$ cat config.mk
export PLATFORM = sky130hd
export DESIGN_NAME = iob_top
export DESIGN_NICKNAME = d
export VERILOG_FILES = /design/src/verilog/iob_pkg.sv /design/src/verilog/iob_index_lane.sv /design/src/verilog/iob_byte_flags.sv /design/src/verilog/iob_top.sv
export SDC_FILE = /design/constraint.sdc
export NUM_CORES = 1
export LEC_CHECK = 0
export BUFFER_PORTS_ARGS = -buffer_cell sky130_fd_sc_hd__buf_2
export CAP_MARGIN = 20
export CORE_UTILIZATION = 50
export CTS_CLUSTER_SIZE = 16
export DETAILED_ROUTE_END_ITERATION = 12
export PLACE_DENSITY = 0.78
export SLEW_MARGIN = 0
export SYNTH_ARGS = -nofsm -noshare
export SYNTH_HDL_FRONTEND = slang
export SYNTH_SLANG_ARGS = --single-unit
$ cat constraint.sdc
create_clock -name aclk -period 9 [get_ports aclk]
set_input_delay 0.45 -clock aclk [delete_from_list [all_inputs] [get_ports aclk]]
set_output_delay 0.45 -clock aclk [all_outputs]
set_load 0.02 [all_outputs]
$ cat src/verilog/iob_pkg.sv
// constants shared by the index offset, status and byte enable block
package iob_pkg;

	// ***************************************************************
	// register byte addresses
	// ***************************************************************
	localparam logic [7:0] IOB_ADDR_VECTOR = 8'h00;
	localparam logic [7:0] IOB_ADDR_SIZE = 8'h04;
	localparam logic [7:0] IOB_ADDR_C_FLAGS = 8'h08;
	localparam logic [7:0] IOB_ADDR_INDEX_A = 8'h0C;
	localparam logic [7:0] IOB_ADDR_INDEX_B = 8'h10;
	localparam logic [7:0] IOB_ADDR_INDEX_C = 8'h14;
	localparam logic [7:0] IOB_ADDR_WRITE_OUT = 8'h18;
	localparam logic [7:0] IOB_ADDR_STATUS = 8'h1C;

	// ***************************************************************
	// field positions
	// ***************************************************************
	localparam int IOB_VEC_BUS_LSB = 0;
	localparam int IOB_VEC_STA_LSB = 2;
	localparam int IOB_VEC_STWE_ON = 5;
	localparam int IOB_VEC_STWE_INV = 6;
	localparam int IOB_VEC_WCTL_DLY = 7;
	localparam int IOB_VEC_OFFA_LSB = 8;
	localparam int IOB_VEC_OFFB_LSB = 12;
	localparam int IOB_VEC_OFFC_LSB = 16;
	localparam int IOB_VEC_BASEA_LSB = 20;
	localparam int IOB_VEC_BASEB_LSB = 22;
	localparam int IOB_VEC_BASEC_LSB = 24;
	localparam int IOB_SIZE_A_LSB = 0;
	localparam int IOB_SIZE_B_LSB = 4;
	localparam int IOB_SIZE_C_LSB = 8;
	localparam int IOB_SIZE_XWE_LSB = 12;
	localparam int IOB_SIZE_XWE_ON = 16;
	localparam int IOB_CF_PRE_LSB = 0;
	localparam int IOB_CF_RES_LSB = 8;
	localparam int IOB_CF_DLY_LSB = 16;
	localparam int IOB_MODE_DELAYED = 3;

	// ***************************************************************
	// reset values and writable masks
	// ***************************************************************
	localparam logic [31:0] IOB_VECTOR_RST = 32'h0000_0000;
	localparam logic [31:0] IOB_SIZE_RST = 32'h0000_F777;
	localparam logic [31:0] IOB_C_FLAGS_RST = 32'h0000_0000;
	localparam logic [31:0] IOB_VECTOR_MASK = 32'h03FF_FFFF;
	localparam logic [31:0] IOB_SIZE_MASK = 32'h0001_F777;
	localparam logic [31:0] IOB_C_FLAGS_MASK = 32'h0000_FFFF;

	// ***************************************************************
	// encodings
	// ***************************************************************
	localparam logic [1:0] IOB_BUS_B = 2'h0;
	localparam logic [1:0] IOB_BUS_M = 2'h1;
	localparam logic [1:0] IOB_BUS_A = 2'h2;
	localparam logic [1:0] IOB_BUS_V = 2'h3;
	localparam logic [1:0] IOB_DSIZE_4X8 = 2'h0;
	localparam logic [1:0] IOB_DSIZE_2X16 = 2'h1;
	localparam logic [1:0] IOB_DSIZE_1X32 = 2'h2;
	localparam logic [1:0] IOB_BASE_ZERO = 2'h0;
	localparam logic [1:0] IOB_BASE_CURRENT = 2'h2;
	localparam logic [1:0] IOB_BASE_READ_A = 2'h3;
	localparam logic [1:0] IOB_PR_NEVER = 2'h0;
	localparam logic [1:0] IOB_PR_IF_TRUE = 2'h1;
	localparam logic [1:0] IOB_PR_IF_FALSE = 2'h2;
	localparam logic [1:0] IOB_PR_ALWAYS = 2'h3;
	localparam logic [1:0] IOB_RESP_OKAY = 2'h0;
	localparam logic [1:0] IOB_RESP_SLVERR = 2'h2;

	typedef enum logic [2:0] {
		IOB_ST_ZERO, IOB_ST_MINUS, IOB_ST_CARRY, IOB_ST_SIGNED_COMPARE,
		IOB_ST_INSIDE, IOB_ST_HIGHER, IOB_ST_LOWER, IOB_ST_WRONG
	} iob_status_e;

endpackage

$ cat src/verilog/iob_index_lane.sv
// one byte lane of a vector index generator
module iob_index_lane (
	// control
	input wire logic [1:0] base_sel,
	input wire logic [3:0] mode,
	input wire logic [2:0] isize,
	// data
	input wire logic [7:0] cur_index,
	input wire logic [7:0] read_a_index,
	input wire logic [7:0] offset,
	input wire logic status_now,
	input wire logic status_old,
	// result
	output logic [7:0] next_index
);
	import iob_pkg::*;

	logic [7:0] base;
	logic [7:0] incr;
	logic [7:0] sum;
	logic [7:0] mask;
	logic st;

	always_comb begin
		// bit 3 of the mode picks the saved flag
		st = mode[IOB_MODE_DELAYED] ? status_old : status_now;
		if (base_sel == IOB_BASE_CURRENT) begin
			base = cur_index;
		end else if (base_sel == IOB_BASE_READ_A) begin
			base = read_a_index;
		end else begin
			base = 8'h00;
		end
		case (mode[2:0])
			3'h0: incr = 8'h00;
			3'h1: incr = 8'h01;
			3'h2: incr = offset;
			3'h3: incr = offset + 8'h01;
			3'h4: incr = st ? 8'h01 : 8'h00;
			3'h5: incr = st ? 8'h00 : 8'h01;
			3'h6: incr = st ? offset : 8'h00;
			default: incr = st ? 8'h00 : offset;
		endcase
		sum = base + incr;
		// bits above the size stay as they were
		mask = 8'hFF >> (3'h7 - isize);
		next_index = (sum & mask) | (cur_index & ~mask);
	end
endmodule

$ cat src/verilog/iob_byte_flags.sv
// preset and reset flag of one byte of write port c
module iob_byte_flags (
	// control
	input wire logic [1:0] preset_mode,
	input wire logic [1:0] reset_mode,
	input wire logic status,
	// result
	output logic preset,
	output logic reset
);
	import iob_pkg::*;

	function automatic logic decode(input logic [1:0] m, input logic s);
		case (m)
			IOB_PR_NEVER: decode = 1'b0;
			IOB_PR_IF_TRUE: decode = s;
			IOB_PR_IF_FALSE: decode = ~s;
			default: decode = 1'b1;
		endcase
	endfunction

	always_comb begin
		preset = decode(preset_mode, status);
		reset = decode(reset_mode, status);
	end
endmodule

$ cat src/verilog/iob_top.sv
// offset, status and byte enable selection for the three register ports
module iob_top (
	// clock and reset
	input wire logic aclk,
	input wire logic aresetn,
	// axi4-lite write
	input wire logic [7:0] s_axi_awaddr,
	input wire logic s_axi_awvalid,
	output logic s_axi_awready,
	input wire logic [31:0] s_axi_wdata,
	input wire logic [3:0] s_axi_wstrb,
	input wire logic s_axi_wvalid,
	output logic s_axi_wready,
	output logic [1:0] s_axi_bresp,
	output logic s_axi_bvalid,
	input wire logic s_axi_bready,
	// axi4-lite read
	input wire logic [7:0] s_axi_araddr,
	input wire logic s_axi_arvalid,
	output logic s_axi_arready,
	output logic [31:0] s_axi_rdata,
	output logic [1:0] s_axi_rresp,
	output logic s_axi_rvalid,
	input wire logic s_axi_rready,
	// internal buses and their data sizes
	input wire logic [31:0] a_bus,
	input wire logic [31:0] b_bus,
	input wire logic [31:0] m_bus,
	input wire logic [31:0] v_bus,
	input wire logic [1:0] a_bus_size,
	input wire logic [1:0] b_bus_size,
	input wire logic [1:0] m_bus_size,
	input wire logic [1:0] v_bus_size,
	// alu and range unit status
	input wire logic [31:0] alu_range_status_reg,
	// index generation steps
	input wire logic gen_a,
	input wire logic gen_b,
	input wire logic gen_c,
	// write port c data
	input wire logic wr_valid,
	input wire logic xi_write,
	input wire logic [31:0] wr_data,
	output logic wr_out_valid,
	output logic [31:0] wr_out_data,
	output logic [3:0] wr_out_byte_en,
	// indices
	output logic [31:0] index_a,
	output logic [31:0] index_b,
	output logic [31:0] index_c
);
	import iob_pkg::*;

	// ***************************************************************
	// control registers
	// ***************************************************************
	logic [31:0] vector_reg, next_vector_reg;
	logic [31:0] size_reg, next_size_reg;
	logic [31:0] c_flags_reg, next_c_flags_reg;
	logic [3:0] delayed_flags, next_delayed_flags;

	logic [1:0] offset_bus_select;
	iob_status_e status_select;
	logic status_write_enable_on, status_write_enable_invert;
	logic write_control_delayed_select;
	logic [3:0] port_a_offset_mode, port_b_offset_mode, port_c_offset_mode;
	logic [1:0] index_base_select [3];
	logic [2:0] index_size_field [3];
	logic [3:0] mode_of [3];
	logic [3:0] ext_write_en;
	logic ext_write_en_on;
	logic [7:0] byte_preset_mode, byte_reset_mode;

	always_comb begin
		offset_bus_select = vector_reg[IOB_VEC_BUS_LSB +: 2];
		status_select = iob_status_e'(vector_reg[IOB_VEC_STA_LSB +: 3]);
		status_write_enable_on = vector_reg[IOB_VEC_STWE_ON];
		status_write_enable_invert = vector_reg[IOB_VEC_STWE_INV];
		write_control_delayed_select = vector_reg[IOB_VEC_WCTL_DLY];
		port_a_offset_mode = vector_reg[IOB_VEC_OFFA_LSB +: 4];
		port_b_offset_mode = vector_reg[IOB_VEC_OFFB_LSB +: 4];
		port_c_offset_mode = vector_reg[IOB_VEC_OFFC_LSB +: 4];
		mode_of[0] = port_a_offset_mode;
		mode_of[1] = port_b_offset_mode;
		mode_of[2] = port_c_offset_mode;
		index_base_select[0] = vector_reg[IOB_VEC_BASEA_LSB +: 2];
		index_base_select[1] = vector_reg[IOB_VEC_BASEB_LSB +: 2];
		index_base_select[2] = vector_reg[IOB_VEC_BASEC_LSB +: 2];
		index_size_field[0] = size_reg[IOB_SIZE_A_LSB +: 3];
		index_size_field[1] = size_reg[IOB_SIZE_B_LSB +: 3];
		index_size_field[2] = size_reg[IOB_SIZE_C_LSB +: 3];
		ext_write_en = size_reg[IOB_SIZE_XWE_LSB +: 4];
		ext_write_en_on = size_reg[IOB_SIZE_XWE_ON];
		byte_preset_mode = c_flags_reg[IOB_CF_PRE_LSB +: 8];
		byte_reset_mode = c_flags_reg[IOB_CF_RES_LSB +: 8];
	end

	// ***************************************************************
	// offset and status selection
	// ***************************************************************
	logic [31:0] sel_bus;
	logic [1:0] sel_size;
	logic [7:0] offset [4];
	logic [3:0] status_now;
	logic [3:0] ctrl_status;

	always_comb begin
		if (offset_bus_select == IOB_BUS_B) begin
			sel_bus = b_bus;
			sel_size = b_bus_size;
		end else if (offset_bus_select == IOB_BUS_M) begin
			sel_bus = m_bus;
			sel_size = m_bus_size;
		end else if (offset_bus_select == IOB_BUS_A) begin
			sel_bus = a_bus;
			sel_size = a_bus_size;
		end else begin
			sel_bus = v_bus;
			sel_size = v_bus_size;
		end
		for (int y = 0; y < 4; y++) begin
			case (sel_size)
				IOB_DSIZE_4X8: offset[y] = sel_bus[8*y +: 8];
				IOB_DSIZE_2X16: offset[y] = sel_bus[16*(y/2) +: 8];
				default: offset[y] = sel_bus[7:0];
			endcase
			// flags follow the alu operation size, nothing to fix here
			status_now[y] = alu_range_status_reg[8*y + int'(status_select)];
		end
		ctrl_status = write_control_delayed_select ? delayed_flags : status_now;
	end

	// ***************************************************************
	// index generators, twelve byte lanes
	// ***************************************************************
	logic [31:0] index_q [3];
	logic [31:0] index_d [3];
	logic [31:0] next_index [3];
	logic [2:0] gen_step;

	always_comb begin
		gen_step = {gen_c, gen_b, gen_a};
		for (int p = 0; p < 3; p++) begin
			next_index[p] = gen_step[p] ? index_d[p] : index_q[p];
		end
		// a port a step saves the current flags, held until the next port a step
		next_delayed_flags = gen_a ? status_now : delayed_flags;
	end

	for (genvar p = 0; p < 3; p++) begin : g_port
		for (genvar y = 0; y < 4; y++) begin : g_byte
			iob_index_lane u_lane (
				.base_sel(index_base_select[p]),
				.mode(mode_of[p]),
				.isize(index_size_field[p]),
				.cur_index(index_q[p][8*y +: 8]),
				.read_a_index(index_q[0][8*y +: 8]),
				.offset(offset[y]),
				.status_now(status_now[y]),
				.status_old(delayed_flags[y]),
				.next_index(index_d[p][8*y +: 8])
			);
		end
	end

	// ***************************************************************
	// write enables, presets and resets for port c
	// ***************************************************************
	logic [3:0] cond_we, byte_we, byte_preset, byte_reset;
	logic [31:0] next_wr_out_data;
	logic [3:0] next_wr_out_byte_en;

	for (genvar y = 0; y < 4; y++) begin : g_flags
		iob_byte_flags u_flags (
			.preset_mode(byte_preset_mode[2*y +: 2]),
			.reset_mode(byte_reset_mode[2*y +: 2]),
			.status(ctrl_status[y]),
			.preset(byte_preset[y]),
			.reset(byte_reset[y])
		);
	end

	always_comb begin
		if (status_write_enable_on) begin
			cond_we = ctrl_status ^ {4{status_write_enable_invert}};
		end else begin
			cond_we = 4'hF;
		end
		byte_we = ext_write_en_on ? (cond_we & ext_write_en) : cond_we;
		next_wr_out_data = wr_data;
		next_wr_out_byte_en = wr_valid ? byte_we : 4'h0;
		// reset wins over preset when both are set
		for (int y = 0; y < 4; y++) begin
			if (wr_valid && xi_write && byte_reset[y]) begin
				next_wr_out_data[8*y +: 8] = 8'h00;
			end else if (wr_valid && xi_write && byte_preset[y]) begin
				next_wr_out_data[8*y +: 8] = 8'hFF;
			end
		end
	end

	// ***************************************************************
	// axi4-lite slave
	// ***************************************************************
	logic aw_full, next_aw_full, w_full, next_w_full;
	logic [7:0] aw_addr, next_aw_addr;
	logic [31:0] w_data, next_w_data;
	logic [3:0] w_strb, next_w_strb;
	logic next_awready, next_wready, next_bvalid, next_arready, next_rvalid;
	logic [1:0] next_bresp, next_rresp;
	logic [31:0] next_rdata, wmask;
	logic do_write;

	always_comb begin
		next_aw_full = aw_full;
		next_w_full = w_full;
		next_aw_addr = aw_addr;
		next_w_data = w_data;
		next_w_strb = w_strb;
		next_bvalid = s_axi_bvalid;
		next_bresp = s_axi_bresp;
		next_vector_reg = vector_reg;
		next_size_reg = size_reg;
		next_c_flags_reg = c_flags_reg;
		wmask = {{8{w_strb[3]}}, {8{w_strb[2]}}, {8{w_strb[1]}}, {8{w_strb[0]}}};
		if (s_axi_awvalid && s_axi_awready) begin
			next_aw_full = 1'b1;
			next_aw_addr = s_axi_awaddr;
		end
		if (s_axi_wvalid && s_axi_wready) begin
			next_w_full = 1'b1;
			next_w_data = s_axi_wdata;
			next_w_strb = s_axi_wstrb;
		end
		if (s_axi_bvalid && s_axi_bready) begin
			next_bvalid = 1'b0;
		end
		do_write = aw_full && w_full && !s_axi_bvalid;
		if (do_write) begin
			next_aw_full = 1'b0;
			next_w_full = 1'b0;
			next_bvalid = 1'b1;
			next_bresp = IOB_RESP_OKAY;
			if (aw_addr == IOB_ADDR_VECTOR) begin
				next_vector_reg = (vector_reg & ~wmask) | (w_data & wmask & IOB_VECTOR_MASK);
			end else if (aw_addr == IOB_ADDR_SIZE) begin
				next_size_reg = (size_reg & ~wmask) | (w_data & wmask & IOB_SIZE_MASK);
			end else if (aw_addr == IOB_ADDR_C_FLAGS) begin
				next_c_flags_reg = (c_flags_reg & ~wmask) | (w_data & wmask & IOB_C_FLAGS_MASK);
			end else if (aw_addr == IOB_ADDR_INDEX_A || aw_addr == IOB_ADDR_INDEX_B
				|| aw_addr == IOB_ADDR_INDEX_C || aw_addr == IOB_ADDR_WRITE_OUT
				|| aw_addr == IOB_ADDR_STATUS) begin
				next_bresp = IOB_RESP_OKAY;
			end else begin
				next_bresp = IOB_RESP_SLVERR;
			end
		end
		// one write in flight; ready drops until the response is taken
		next_awready = !next_aw_full && !next_bvalid;
		next_wready = !next_w_full && !next_bvalid;
	end

	always_comb begin
		next_rvalid = s_axi_rvalid;
		next_rdata = s_axi_rdata;
		next_rresp = s_axi_rresp;
		if (s_axi_rvalid && s_axi_rready) begin
			next_rvalid = 1'b0;
		end
		if (s_axi_arvalid && s_axi_arready) begin
			next_rvalid = 1'b1;
			next_rresp = IOB_RESP_OKAY;
			if (s_axi_araddr == IOB_ADDR_VECTOR) begin
				next_rdata = vector_reg;
			end else if (s_axi_araddr == IOB_ADDR_SIZE) begin
				next_rdata = size_reg;
			end else if (s_axi_araddr == IOB_ADDR_C_FLAGS) begin
				next_rdata = c_flags_reg | {12'h000, delayed_flags, 16'h0000};
			end else if (s_axi_araddr == IOB_ADDR_INDEX_A) begin
				next_rdata = index_q[0];
			end else if (s_axi_araddr == IOB_ADDR_INDEX_B) begin
				next_rdata = index_q[1];
			end else if (s_axi_araddr == IOB_ADDR_INDEX_C) begin
				next_rdata = index_q[2];
			end else if (s_axi_araddr == IOB_ADDR_WRITE_OUT) begin
				next_rdata = {20'h00000, byte_reset, byte_preset, byte_we};
			end else if (s_axi_araddr == IOB_ADDR_STATUS) begin
				next_rdata = alu_range_status_reg;
			end else begin
				next_rdata = 32'h0000_0000;
				next_rresp = IOB_RESP_SLVERR;
			end
		end
		next_arready = !next_rvalid;
	end

	// ***************************************************************
	// state registers
	// ***************************************************************
	always_ff @(posedge aclk) begin
		if (!aresetn) begin
			vector_reg <= IOB_VECTOR_RST;
			size_reg <= IOB_SIZE_RST;
			c_flags_reg <= IOB_C_FLAGS_RST;
			delayed_flags <= 4'h0;
			index_q <= '{default: 32'h0000_0000};
			aw_full <= 1'b0;
			w_full <= 1'b0;
			aw_addr <= 8'h00;
			w_data <= 32'h0000_0000;
			w_strb <= 4'h0;
			s_axi_awready <= 1'b0;
			s_axi_wready <= 1'b0;
			s_axi_bvalid <= 1'b0;
			s_axi_bresp <= 2'h0;
			s_axi_arready <= 1'b0;
			s_axi_rvalid <= 1'b0;
			s_axi_rdata <= 32'h0000_0000;
			s_axi_rresp <= 2'h0;
			wr_out_valid <= 1'b0;
			wr_out_data <= 32'h0000_0000;
			wr_out_byte_en <= 4'h0;
		end else begin
			vector_reg <= next_vector_reg;
			size_reg <= next_size_reg;
			c_flags_reg <= next_c_flags_reg;
			delayed_flags <= next_delayed_flags;
			index_q <= next_index;
			aw_full <= next_aw_full;
			w_full <= next_w_full;
			aw_addr <= next_aw_addr;
			w_data <= next_w_data;
			w_strb <= next_w_strb;
			s_axi_awready <= next_awready;
			s_axi_wready <= next_wready;
			s_axi_bvalid <= next_bvalid;
			s_axi_bresp <= next_bresp;
			s_axi_arready <= next_arready;
			s_axi_rvalid <= next_rvalid;
			s_axi_rdata <= next_rdata;
			s_axi_rresp <= next_rresp;
			wr_out_valid <= wr_valid;
			wr_out_data <= next_wr_out_data;
			wr_out_byte_en <= next_wr_out_byte_en;
		end
	end

	always_comb begin
		index_a = index_q[0];
		index_b = index_q[1];
		index_c = index_q[2];
	end
endmodule

# After elaboration in Yosys (flattened, before gate mapping)
# Index checks and enable logic that the tools add are counted.
# totals
elab_cells	379
ff_bits	314
input_bits	264
output_inout_bits	174
# op_classes
n_shift	3
addsub	22
n_eq_ne	57
reduce_logical	51
n_mux	159
bitwise_logic	57
n_lt_le_gt_ge	4
# op_table
operator	count
8-bit case mux with 7 select lines	12
8-bit 2-to-1 mux	54
32-bit 2-to-1 mux	11
8-bit bitwise AND	24
8-bit adder	12
32-bit bitwise AND	3
8-bit bitwise OR	12
8-bit by 5-bit equality test with 1-bit output (second input constant)	8
1-bit 2-to-1 mux	51
8-bit by 1-bit adder with 8-bit output (second input constant)	4
8-bit by 4-bit equality test with 1-bit output (second input constant)	4
32-bit NOT	1
32-bit by 16-bit bitwise OR with 32-bit output	1
32-bit by 17-bit bitwise OR with 32-bit output	1
32-bit by 20-bit bitwise OR with 32-bit output	1
32-bit by 26-bit bitwise OR with 32-bit output	1
2-bit equality test (second input constant)	15
2-bit 2-to-1 mux	15
3-bit equality test (second input constant)	9
26-bit bitwise AND	1
8-bit NOT	3
1-bit case mux with 3 select lines	8
8-bit by 3-bit right shift with 8-bit output (first input constant)	3
2-bit by 1-bit equality test with 1-bit output (second input constant)	10
26 further kinds	89

# Longest topological paths before layout
# logic_depth
word_depth	16
mapped_depth	25
ltp_nobuf	21

# By module
# Synthesis repeated with hierarchy kept, for this count alone.
# unflattened
hier_cells	3065
hier_area_um2	25803.5
# by_module_without_submodules
mod	instances	cells_each	area_each_um2	seq_area_each_um2
iob_top	1	1412	14513.9	6246.0
iob_index_lane at g_port[0].g_byte[0].u_lane ...	8	138	953.4	0.0
iob_index_lane at g_port[2].g_byte[1].u_lane ...	3	135	883.3	0.0
iob_index_lane at g_port[2].g_byte[0].u_lane	1	136	922.1	0.0
iob_byte_flags	4	2	22.5	0.0

# Least setup slack after synthesis
# Ideal clock, no wire load.
# synth_path
path_type	register to register
startpoint	register (tool-made name)
endpoint	register (tool-made name)
arrival_time_ps	4241
setup_time_ps	132
slack_ps	4627
t_required_ps	8868
period_less_slack_ps	4373
path_buffers	3
stages_incl_launch_ff	23
path_cell_list	dfxtp_1 > buf_6 > mux4_2 > buf_6 > nor2_8 > buf_6 > mux2i_1 > inv_1 > ha_1 > inv_1 > o22ai_1 > a22o_1 > and2_1 > ha_1 > a21o_1 > a21oi_1 > o21bai_1 > a21oi_1 > o21bai_1 > a21oi_1 > xor2_1 > nand3b_1 > a31oi_1

==> impl.org <==
** STA
- The hold violation count in the final report is 0.
- Maximum frequency from static timing analysis :: 159 MHz
- Slew headroom :: 11.1%
- Share of the clock period used by the worst path after layout :: 70.0%
- Setup violations remaining at the end of the flow were counted as 0.
- Sum Neg Setup Slack :: 0 ps
- Between clock sinks in the finished design, the worst skew comes to 25.3 ps.
- Number of max-slew violations in the final report :: 0
- Transition at the pin with the smallest max-transition slack :: 1330 ps
- Shortest period the worst path allows :: 6300 ps
- RSZ-0062 raised after global routing :: false

** Routing
- Dividing the detail-routed wire length by the instance count gives 25.4 um.
- Post-detailed-routing wire length :: 92.1 mm
- Using the TritonRoute via totals, the vias-per-cell ratio works out to 6.35.
- Number of nets still failing antenna checks after routing :: 0
- In the routed design, unresolved DRC markers number 0.
- The routed layout has 23,000 vias.
- Initial DRC count :: 3,020
- The highest metal layer carrying signal wires in the routed design is met4.
- Initial DRT Pass Iterations :: 8
- For this block, wires on met1 add up to 36.8 mm.
- The routed design uses 11.5 mm of met3 wire.
- Met2 routed wirelength :: 39.1 mm

** Pwr
- IR analysis of the VDD net gives a maximum drop of 0.000160 V.
- Clock network fraction of design power :: 45.8%
- Share of total power consumed by net switching :: 27.5%
- Power density over the cells :: 134 mW/mm2
- Combinational cells account for 11.8% of the total power.
- Register share of total power :: 42.4%
- For this design the total switching power over the nets is 0.000934 W.
- Static power due to leakage :: 10.5 nW
- Internal power comes to 0.00246 W.

** CTS
- Maximum root-to-sink buffer count :: 3
- Num CTS Buffers :: 38
- Clk slew on worst S/H paths :: 60 ps
- The clock reaches the later pin of the worst-skew pair after 570 ps.
- Total setup buffers inserted after CTS :: 0
- The clock tree synthesis step divided the H-tree into 2 levels.
- Buffer type at the clock tree root :: clkbuf_16
- Number of gates resized after cts :: 0
- CTS tree :: yes
- The number of hold buffers added after CTS was 0.
- Clock tree synthesis found a total of 312 sinks.

** Final layout
- The sequential cells in the finished layout cover a total of 0.00625 mm2.
- In the layout the commonest cells are 428 x buf_2, 346 x nand2_1, 306 x dfxtp_1.
- Fill cell total of the finished layout :: 3,835
- The net count of the finished layout is 3,384.
- Measured on the finished design, the core utilization comes to 59.8%.
- Leaving out fill and tap cells, the most frequent cell in the layout is buf_2.
- Area growth, synth to finish :: 16.8%
- Share of layout cells above drive strength 1 :: 20.7%
- The multi-input combinational cells in the finished layout cover a total of 0.0143 mm2.

** Synth
- Counting flops with a built-in enable in the synthesized netlist gives 0.
- The Yosys step of the flow raised 0 warnings.
- Average instance area after synthesis :: 8.02 um2
- Synth async-reset ratio :: 0%
- Share of synthesized area occupied by flip-flops and latches :: 28.8%
- The netlist uses 66 different library cells.
- Predominant post-synthesis flop cell :: dfxtp_1
- Synthesis produced 2,707 cells.
- In this run, synthesis produced a sequential element count of 312.
- The cell area that synthesis handed to floorplanning was 0.0217 mm2.

** Floorplanning
- Core area :: 0.0424 mm2
- In this run the vertical extent of the chip is 210 um.
- The floorplan step defined a die boundary enclosing 0.0442 mm2.
- Initial Utilization :: 51.2%
- In this run the core area contains 75 standard-cell rows.
- Horizontal die dimension :: 210 um
- Top-level I/O count :: 438

** GRT
- Number of antenna violations at the first check in global routing :: 3
- Global routing finished with a remaining overflow of 0.
- The number of global-route vias before repair came to 21,200.
- Entering global routing, the biggest net connects 74 pins.
- Overall routing resource usage :: 40.1%
- The first global-routing pass estimated 133 mm of wire.

** Critical path
- For the worst setup path, the data arrival time is 6700 ps.
- CP Max Fanout :: 26
- STA classifies the critical path endpoint as a register.
- Class of the most critical setup path :: register to register
- Data on the critical path is required at its endpoint by 9400 ps.
- Startpoint class of the critical path :: register

** Place
- # port buffers :: 429
- Once detailed placement completed, the half-perimeter wirelength came to 70.0 mm.
- Routability congestion estimate :: 1.01

** Worst hold path
- In this run the most critical hold path is launched from wr_data[16].
- The min-delay analysis places its worst path in the category primary input to register.

** Outcome
- Result of the run :: finished, final reports clean

** Run
- Across the run, the number of max-cap violations was 0.
[routing by layer]
layer	vias up	GRT usage, %
li1	10300	-
met1	11000	54.0
met2	1484	59.4
met3	268	10.0
met4	0	19.8
met5	-	0
[power by group through the flow]
stage | Sequential [W] | Clock, W | Combinational, W
after global routing | 0.00144 | 0.00162 | 0.000424
after global placement | 0.00147 | 0 | 0.000379
after detailed placement | 0.00147 | 0 | 0.000387
final | 0.00144 | 0.00155 | 0.000401
after CTS | 0.00144 | 0.00157 | 0.000389
after floorplan | 0.00148 | 0 | 0.000208
[cells by family after synthesis]
| logic type | after synthesis | synth area share [%] |
|---|---|---|
| AND/OR/NAND/NOR | 935 | 20.9 |
| other | 1 | 0.0173 |
| AO/OA/AOI/OAI | 794 | 23.8 |
| XOR/XNOR | 91 | 3.67 |
| flip-flops | 312 | 28.8 |
| buffers and inverters | 291 | 5.41 |
| adder cells (fa/ha/maj) | 100 | 6.18 |
| multiplexers | 183 | 11.2 |
[per-stage QoR]
stage | cells | instance area, um2 | setup WS, ps | power [W] | hold slack (ps)
2_1_floorplan | 2708 | 21700 | 4630 | 0.00169 | 423
3_3_place_gp | 3557 | 24100 | 3070 | 0.00185 | 437
3_5_place_dp | 3557 | 24100 | 2940 | 0.00186 | 438
4_1_cts | 3627 | 25300 | 2910 | 0.00340 | 81.9
5_1_grt | 3627 | 25300 | 2570 | 0.00349 | 92.3
6_report | 3629 | 25400 | 2700 | 0.00340 | 96.8
[path summary, 6_finish.rpt]
| check | slack, ps | to | cells after the start |
|---|---|---|---|
| setup reg to reg | 2700 | register | 18 |
| hold reg to reg | 460 | s_axi_rdata[31]$_SDFFE_PN0P_ | 2 |
| setup / recovery | 2700 | register | 18 |
| hold / removal | 100 | wr_out_data[16]$_SDFF_PP0_ | 2 |
[layout make-up]
type / instances / share of cell area, %
sequential: 312 / 24.7
timing repair buffer: 465 / 9.54
antenna: 2 / 0.0197
tap: 577 / 2.85
clock buffer: 51 / 4.22
clock inverter: 19 / 0.755
multi-input combinational: 2105 / 56.5
inverter: 98 / 1.45
[critical path, cell delays in order, from the launching register on]
cell and delay [ps]:
dfxtp_1 950, buf_4 430, mux4_2 660, nor2_8 370
mux2i_1 750, inv_1 150, ha_1 340, nor2_1 110
o21ai_0 80, a21boi_0 650, ha_1 410, a21oi_1 220
o21bai_1 90, a21oi_1 230, o21bai_1 90, a21oi_1 180
xnor2_1 150, xnor2_1 150, a21oi_1 90
[Yosys cell counts, types with 25 or more instances]
master | instances | area share (%)
a21boi_0 | 97 | 3.4
a21oi_1 | 189 | 4.4
a221oi_1 | 25 | 1.0
a22oi_1 | 57 | 2.0
and2_1 | 129 | 3.7
and3_1 | 26 | 0.75
clkbuf_1 | 155 | 2.7
dfxtp_1 | 312 | 29
ha_1 | 88 | 5.1
inv_1 | 97 | 1.7
mux2_2 | 28 | 1.5
mux2i_1 | 110 | 5.1
mux4_2 | 41 | 4.3
nand2_1 | 346 | 6.0
nand3_1 | 95 | 2.2
nor2_1 | 141 | 2.4
nor2b_1 | 113 | 3.3
nor3_1 | 32 | 0.74
o21a_1 | 45 | 1.6
o21ai_0 | 150 | 3.5
o21bai_1 | 35 | 1.2
o22ai_1 | 73 | 2.1
xnor2_1 | 59 | 2.4
xor2_1 | 32 | 1.3
(Power assumes the default switching activity.)
